===== src/pkg/integrity_pkg.sv =====
// Constants and register layout for the system integrity monitor
package integrity_pkg;
  // ********************************************************
  // Register map
  // ********************************************************
  localparam logic [11:0] ADDR_CTRL_STATUS = 12'h000;
  localparam logic [11:0] ADDR_IRQ_STATUS  = 12'h004;
  localparam logic [11:0] ADDR_IRQ_MASK    = 12'h008;
  localparam logic [11:0] ADDR_OPTIONS     = 12'h00C;
  // Control/status bit positions
  localparam int BIT_SRC_SEL      = 7;
  localparam int BIT_VEV_IE       = 6;
  localparam int BIT_VEV_FLAG     = 5;
  localparam int BIT_LV_CAUSE     = 4;
  localparam int BIT_CF_IE        = 2;
  localparam int BIT_CF_DET       = 1;
  localparam int BIT_WDG_CAUSE    = 0;
  // Interrupt status / mask bit positions
  localparam int IRQ_VEV          = 0;
  localparam int IRQ_CF           = 1;
  // Options register bit positions
  localparam int OPT_LVD_EN       = 0;
  localparam int OPT_LVD_TH_LO    = 1;
  localparam int OPT_CSS_EN       = 3;
  localparam int OPT_PLL_EN       = 4;
  localparam int OPT_LONG_DELAY   = 5;
  // ********************************************************
  // Reset values
  // ********************************************************
  localparam logic [7:0] CTRL_RESET    = 8'h00;
  localparam logic [1:0] IRQ_RESET     = 2'h0;
  localparam logic [5:0] OPT_RESET     = 6'h01;
  // ********************************************************
  // Reset delay counts, in cpu clock cycles
  // ********************************************************
  localparam logic [12:0] DELAY_SHORT  = 13'h0100;
  localparam logic [12:0] DELAY_LONG   = 13'h1000;
  // Threshold encodings
  typedef enum logic [1:0] {
    TH_LOW  = 2'b00,
    TH_MED  = 2'b01,
    TH_HIGH = 2'b11
  } threshold_e;
endpackage


===== src/logic/sync2.sv =====
// Two-flop level synchroniser
`timescale 1ns/1ns
module sync2 (
  input  wire logic pclk,
  input  wire logic presetn,
  input  wire logic din,
  output logic      dout
);
  logic meta_q;
  always_ff @(posedge pclk or negedge presetn) begin
    if (!presetn) begin
      meta_q <= 1'b0;
      dout   <= 1'b0;
    end else begin
      meta_q <= din;
      dout   <= meta_q;
    end
  end
endmodule


===== src/logic/system_integrity_monitor.sv =====
// System integrity monitor: supply detectors, clock security, APB registers
`timescale 1ns/1ns
module system_integrity_monitor
  import integrity_pkg::*;
(
  input  wire logic        pclk,
  input  wire logic        presetn,
  input  wire logic        psel,
  input  wire logic        penable,
  input  wire logic        pwrite,
  input  wire logic [11:0] paddr,
  input  wire logic [31:0] pwdata,
  output logic      [31:0] prdata,
  output logic             pready,
  output logic             pslverr,
  input  wire logic        supply_low_raw,
  input  wire logic        supply_cmp_raw,
  input  wire logic        sense_cmp_raw,
  input  wire logic        main_clock_lost_raw,
  input  wire logic        main_clock_glitch,
  input  wire logic        watchdog_reset,
  input  wire logic        cpu_global_mask,
  input  wire logic        voltage_irq_ack,
  input  wire logic        halt_mode,
  output logic             reset_pin_n,
  output logic             reset_pin_oe,
  output logic             core_reset_n,
  output logic             use_safe_oscillator,
  output logic             glitch_blank,
  output logic             voltage_irq,
  output logic             clock_fail_irq,
  output logic             irq,
  output logic             wake_request,
  output logic      [1:0]  threshold_sel
);
  import integrity_pkg::*;

  // ********************************************************
  // State
  // ********************************************************
  typedef struct packed {
    logic [7:0]  ctrl;
    logic [1:0]  irq_status;
    logic [1:0]  irq_mask;
    logic [5:0]  opts;
    logic        vflag_prev;
    logic        ie_prev;
    logic [12:0] delay_cnt;
    logic        in_delay;
    logic        lv_reset_seen;
    logic        vev_pending;
    logic        cf_pending;
    logic [31:0] prdata;
    logic        pready;
    logic        pslverr;
    logic        reset_pin_oe;
    logic        core_reset_n;
    logic        safe_osc;
    logic        glitch_blank;
    logic        voltage_irq;
    logic        clock_fail_irq;
    logic        irq;
    logic        wake;
  } state_s;

  state_s s_q;
  state_s s_d;

  logic supply_low;
  logic supply_cmp;
  logic sense_cmp;
  logic clock_lost;

  // ********************************************************
  // Synchronisers
  // ********************************************************
  sync2 u_sync_low  (.pclk(pclk), .presetn(presetn), .din(supply_low_raw),  .dout(supply_low));
  sync2 u_sync_sup  (.pclk(pclk), .presetn(presetn), .din(supply_cmp_raw),  .dout(supply_cmp));
  sync2 u_sync_sns  (.pclk(pclk), .presetn(presetn), .din(sense_cmp_raw),   .dout(sense_cmp));
  sync2 u_sync_clk  (.pclk(pclk), .presetn(presetn), .din(main_clock_lost_raw), .dout(clock_lost));

  function automatic logic hit(input logic [11:0] a, input logic [11:0] r);
    hit = (a == r);
  endfunction

  logic lvd_en;
  logic css_en;
  logic cmp_sel;
  logic vflag;
  logic acc;
  logic wr;
  logic rd;

  always_comb begin
    lvd_en  = s_q.opts[OPT_LVD_EN];
    css_en  = s_q.opts[OPT_CSS_EN];
    cmp_sel = s_q.ctrl[BIT_SRC_SEL] ? sense_cmp : supply_cmp;
    vflag   = lvd_en & cmp_sel;
    acc     = psel & penable & ~s_q.pready;
    wr      = acc & pwrite;
    rd      = acc & ~pwrite;
  end

  // ********************************************************
  // Next state
  // ********************************************************
  always_comb begin
    s_d = s_q;
    s_d.pready  = 1'b0;
    s_d.pslverr = 1'b0;
    // Low supply: hold core and pin in reset, restart delay
    if (lvd_en && supply_low) begin
      s_d.reset_pin_oe  = 1'b1;
      s_d.core_reset_n  = 1'b0;
      s_d.in_delay      = 1'b1;
      s_d.lv_reset_seen = 1'b1;
      s_d.delay_cnt = s_q.opts[OPT_LONG_DELAY] ? DELAY_LONG : DELAY_SHORT;
    end else if (s_q.in_delay) begin
      // Pin stays low through the delay phase
      if (s_q.delay_cnt == 13'h0001) begin
        s_d.in_delay     = 1'b0;
        s_d.reset_pin_oe = 1'b0;
        s_d.core_reset_n = 1'b1;
      end
      s_d.delay_cnt = s_q.delay_cnt - 13'h0001;
    end
    // Core reset by the detector reinitialises ctrl and irq status; low-voltage cause kept, watchdog cause cleared
    if (!s_q.core_reset_n) begin
      s_d.ctrl = CTRL_RESET;
      s_d.irq_status = IRQ_RESET;
      s_d.vev_pending = 1'b0;
      s_d.ctrl[BIT_LV_CAUSE] = s_q.lv_reset_seen | s_q.ctrl[BIT_LV_CAUSE];
      s_d.ctrl[BIT_WDG_CAUSE] = 1'b0;
    end
    s_d.lv_reset_seen = s_d.lv_reset_seen & ~s_q.core_reset_n;
    if (watchdog_reset) begin
      s_d.ctrl[BIT_WDG_CAUSE] = 1'b1;
    end
    // Halt blocks register writes and clock security; safe oscillator forced off
    if (!halt_mode && s_q.core_reset_n) begin
      if (wr) begin
        if (hit(paddr, ADDR_CTRL_STATUS)) begin
          s_d.ctrl[BIT_SRC_SEL] = pwdata[BIT_SRC_SEL];
          s_d.ctrl[BIT_VEV_IE]  = pwdata[BIT_VEV_IE];
          s_d.ctrl[BIT_CF_IE]   = pwdata[BIT_CF_IE];
          if (!pwdata[BIT_LV_CAUSE]) s_d.ctrl[BIT_LV_CAUSE] = 1'b0;
          if (!pwdata[BIT_WDG_CAUSE] && !watchdog_reset) s_d.ctrl[BIT_WDG_CAUSE] = 1'b0;
        end else if (hit(paddr, ADDR_IRQ_STATUS)) begin
          s_d.irq_status = s_q.irq_status & ~pwdata[1:0];
        end else if (hit(paddr, ADDR_IRQ_MASK)) begin
          s_d.irq_mask = pwdata[1:0];
        end else if (hit(paddr, ADDR_OPTIONS)) begin
          s_d.opts = pwdata[5:0];
        end else begin
          s_d.pslverr = 1'b1;
        end
      end
      // Fail flag follows safe oscillator; read clears after recovery
      s_d.safe_osc = css_en & clock_lost;
      if (css_en && clock_lost) begin
        s_d.ctrl[BIT_CF_DET] = 1'b1;
      end else if (rd && hit(paddr, ADDR_CTRL_STATUS)) begin
        s_d.ctrl[BIT_CF_DET] = 1'b0;
      end
      if (!css_en) s_d.ctrl[BIT_CF_DET] = 1'b0;
      if (css_en && clock_lost && !s_q.safe_osc && s_q.ctrl[BIT_CF_IE]) begin
        s_d.cf_pending = 1'b1;
        s_d.irq_status[IRQ_CF] = 1'b1;
      end else if (!s_q.safe_osc) begin
        s_d.cf_pending = 1'b0;
      end
    end else if (halt_mode) begin
      s_d.safe_osc = 1'b0;
    end
    s_d.ctrl[BIT_VEV_FLAG] = vflag;
    // Voltage events: toggle, or enable while flag set
    s_d.vflag_prev = vflag;
    s_d.ie_prev = s_q.ctrl[BIT_VEV_IE];
    if (voltage_irq_ack) s_d.vev_pending = 1'b0;
    if (lvd_en && s_q.ctrl[BIT_VEV_IE] && s_q.core_reset_n && !s_q.in_delay) begin
      if ((vflag != s_q.vflag_prev) || (!s_q.ie_prev && vflag)) begin
        s_d.vev_pending = 1'b1;
        s_d.irq_status[IRQ_VEV] = 1'b1;
      end
    end
    if (!s_q.ctrl[BIT_VEV_IE]) s_d.vev_pending = 1'b0;
    // Glitch filter only with doubling loop
    s_d.glitch_blank = s_q.opts[OPT_PLL_EN] & main_clock_glitch;
    s_d.voltage_irq    = s_d.vev_pending & ~cpu_global_mask;
    s_d.clock_fail_irq = s_d.cf_pending & css_en & ~cpu_global_mask;
    s_d.wake = s_d.vev_pending | s_d.cf_pending;
    s_d.irq = |(s_d.irq_status & s_d.irq_mask);
    if (acc) begin
      s_d.pready = 1'b1;
      s_d.prdata = 32'h0000_0000;
      if (!pwrite) begin
        if (hit(paddr, ADDR_CTRL_STATUS)) s_d.prdata[7:0] = s_q.ctrl;
        else if (hit(paddr, ADDR_IRQ_STATUS)) s_d.prdata[1:0] = s_q.irq_status;
        else if (hit(paddr, ADDR_IRQ_MASK)) s_d.prdata[1:0] = s_q.irq_mask;
        else if (hit(paddr, ADDR_OPTIONS)) s_d.prdata[5:0] = s_q.opts;
        else s_d.pslverr = 1'b1;
      end
    end
  end

  always_ff @(posedge pclk or negedge presetn) begin
    if (!presetn) begin
      s_q <= '0;
      s_q.opts <= OPT_RESET;
      s_q.core_reset_n <= 1'b1;
    end else begin
      s_q <= s_d;
    end
  end

  always_comb begin
    prdata              = s_q.prdata;
    pready              = s_q.pready;
    pslverr             = s_q.pslverr;
    reset_pin_n         = 1'b0;
    reset_pin_oe        = s_q.reset_pin_oe;
    core_reset_n        = s_q.core_reset_n;
    use_safe_oscillator = s_q.safe_osc;
    glitch_blank        = s_q.glitch_blank;
    voltage_irq         = s_q.voltage_irq;
    clock_fail_irq      = s_q.clock_fail_irq;
    irq                 = s_q.irq;
    wake_request        = s_q.wake;
    threshold_sel       = s_q.opts[2:1];
  end
endmodule


===== config.mk =====
export PLATFORM = sky130hd
export DESIGN_NAME = system_integrity_monitor
export DESIGN_NICKNAME = d
export VERILOG_FILES = /design/src/pkg/integrity_pkg.sv /design/src/logic/sync2.sv /design/src/logic/system_integrity_monitor.sv
export SDC_FILE = /design/constraint.sdc
export NUM_CORES = 1
export LEC_CHECK = 0
export ABC_AREA = 1
export BUFFER_PORTS_ARGS = -buffer_cell sky130_fd_sc_hd__buf_2
export CAP_MARGIN = 0
export CORE_MARGIN = 2
export CORE_UTILIZATION = 50
export DETAILED_ROUTE_END_ITERATION = 16
export PLACE_DENSITY = 0.81
export SLEW_MARGIN = 20
export SYNTH_ARGS = -nofsm -noshare
export SYNTH_HDL_FRONTEND = slang
export SYNTH_SLANG_ARGS = --single-unit

===== constraint.sdc =====
create_clock -name pclk -period 1.7 [get_ports pclk]
set_input_delay 0.255 -clock pclk [delete_from_list [all_inputs] [get_ports pclk]]
set_output_delay 0.255 -clock pclk [all_outputs]
set_load 0.1 [all_outputs]

==> impl_metrics.yaml <==
logic_synthesis:
  yosysMostFrequentCell: "nand2_1"
  synthCells: 354
  synth_edf_count: 0
  synth.area.top_cells: "dfrtp_1 48%, nand2_1 9.1%, buf_4 8.6%"
  synth_top_area_share_pct: 48.16
  netlist_area_um2: 3065
  async_reset_ff_share_pct: 100.0
  synth_top_area_cell: "dfrtp_1"
  synthTopCellsByCount: "74 x nand2_1, 59 x dfrtp_1, 40 x inv_1, 35 x buf_4, 29 x nor2_1"
  synth_seq_area_share_pct: 49.88
  synth_cell_types: 40
  synth_flop_cell: "dfrtp_1"
  ys_ff_latch: 61
  syn_avg_cell_area_um2: 8.659
  ys_warn_count: 0
sta:
  finalClockSkew_ns: 0.01245
  finalMaxSlewViolations: 0
  tns_ns: 0
  rsz0062_at_grt: "no"
  fin_crit_ns: 1.658
  min_period_over_period_pct: 97.52
  setup_viol: 0
  max_freq_mhz: 603.2
  hold_violations: 0
worst_setup_path:
  startpoint: "core_reset_n"
  slowest_delay_ns: 0.65
  worstSetupStartpointType: "flip-flop"
  crit_path_top_delay_cell: "dfstp_4"
  path_cells: "buf_4 > buf_8"
  cp_top_family: "flip-flops"
  critical_path.max_fanout: 9
  cp.arrival_ns: 1.40
  criticalPathCategory: "reg -> out"
  cp.required_ns: 1.44
  reg2reg_from: "core_reset_n"
  worstSetupEndpointType: "output port"
  critical_path_buf_inv_count: 2
  ff2ff_setup_slack_ns: 0.10
floorplan:
  io_pins: 103
  die_w_um: 82.30
  core-area_um2: 5921
  dieArea_um2: 6773
  rows: 28
  die_h_um: 82.30
  start_util_pct: 51.78
outcome:
  status: "finished, final reports clean"
clocking:
  cts_setup_buffers: 0
  clkSlewWorstSetupHoldPaths_ns: 0.06
  numCtsBuffers: 9
  clock-sinks: 61
  cts_tree: "yes"
  insertion_delay_ns: 0.35
  clockBufferDepth: 2
  cts_root_buf: "clkbuf_8"
  cts_htree_levels: 3
detailed_routing:
  vias: 2445
  detail-route-antenna-nets: 0
  vias_per_cell: 4.959
  routed_wl_um: 6392
  drcViolationCount: 0
  firstDrtPassIters: 4
  drtIter0Drc: 136
  avgRoutedWirePerCell_um: 12.97
finish:
  diodes: 0
  largest_reg_flops: 30
  regArea_um2: 1534
  multiInputGateArea_um2: 1164
  syn2layout_area_growth_pct: 15.63
  fill_cells: 499
  finalInstanceArea_um2: 3545
  final_nets: 473
  drive_above_1_share_pct: 25.12
  largest_register: "s_q"
  post-route-util_pct: 59.87
hold_path:
  hold_class: "in -> reg"
  hold_start: "supply_low_raw"
power_and_ir_drop:
  irDropWorstVdd_mv: 0.4775
  power.total_mw: 3.131
  p_per_area_nw_per_um2: 883.3
  p_leak_nw: 1.976
place:
  gp_congestion: 0.9205
  place_hpwl_um: 4859
  port-buffer-count: 53
  place_area_um2: 3302
global_routing:
  grt_pass1_vias: 2292
  gr-total-overflow: 0
  grt_pass1_wl_um: 10270
  grt_max_degree: 31
  grt_use_total_pct: 20.81
  antenna_found_initial: 0
flow_run:
  cap_violations: 0
==> layout make-up <==
cell class,instances,share of cell area (%)
timing repair buffer,62,10.24
multi-input combinational,228,32.83
clock inverter,7,2.118
clock buffer,9,3.495
sequential,61,43.28
tap,75,2.647
inverter,51,5.401
==> logic make-up after synthesis <==
kind of cell	count (synthesis)	synth area share [%]
other	1	0.1223
AO/OA/AOI/OAI	43	8.082
multiplexers	3	1.469
buffers and inverters	89	15.22
XOR/XNOR	2	0.5715
AND/OR/NAND/NOR	153	23.84
adder cells (fa/ha/maj)	2	0.8162
flip-flops	61	49.88
==> worst reg2reg max path: cells and delay by family, from the launching register on <==
family        cells  cell delay [ns]
flops             1             0.65
simple gates      9             0.86
==> where the power goes <==
part           total [mW]  switching, mW  internal, mW
clock network        1.28          0.595         0.683
registers            1.47        0.00345          1.46
logic               0.385          0.334        0.0520
==> per-layer routing <==
| metal | track usage, % | share of wire (%) | vias to the layer above |
|---|---|---|---|
| li1 | - | - | 1186 |
| met3 | 4.783 | 6.0 | 18 |
| met5 | 0 | 0 | - |
| met4 | 12.83 | 3.3 | 0 |
| met1 | 25.11 | 42 | 1151 |
| met2 | 33.71 | 49 | 90 |
==> metrics by stage <==
stage | instances | setup WS [ns] | hold slack [ns]
6_report | 493 | 0.04220 | 0.02273
5_1_grt | 493 | 0.008857 | 0.003949
4_1_cts | 493 | 0.001647 | 0.007050
3_5_place_dp | 474 | 0.1139 | 0.2326
3_3_place_gp | 474 | 0.1434 | 0.2244
2_1_floorplan | 378 | 0.005303 | -0.04059
==> cells in the final DEF (no fill, tap or decap), drive strengths merged, types with 2 or more instances in the layout <==
cell type / instances
nand2: 77
dfrtp: 59
buf: 59
inv: 51
nor2: 34
conb: 25
nand3: 22
o21ai: 19
a21oi: 12
clkbuf: 9
nand4: 7
clkinv: 6
o22ai: 5
nor3: 4
mux2: 3
dlygate4sd3: 3
or2: 3
nor4: 3
nand3b: 2
xor2: 2
o211ai: 2
ha: 2
dfstp: 2
==> what timing repair did <==
item,in CTS,in global routing
hold buffers,3,0
hold endpoints to repair,20,0
resized for setup,2,2
setup endpoints to repair,1,2
==> path summary, 6_finish.rpt <==
check	end	cells after the start
worst max-delay path	core_reset_n	2
worst min-delay path	u_sync_low.meta_q	1
worst max register to register	irq	9
worst min register to register	u_sync_low.dout	0
max in group asynchronous	lvd_en	3
min in group asynchronous	prdata[3]	2
Note: power is estimated with default switching activity, not from simulation.
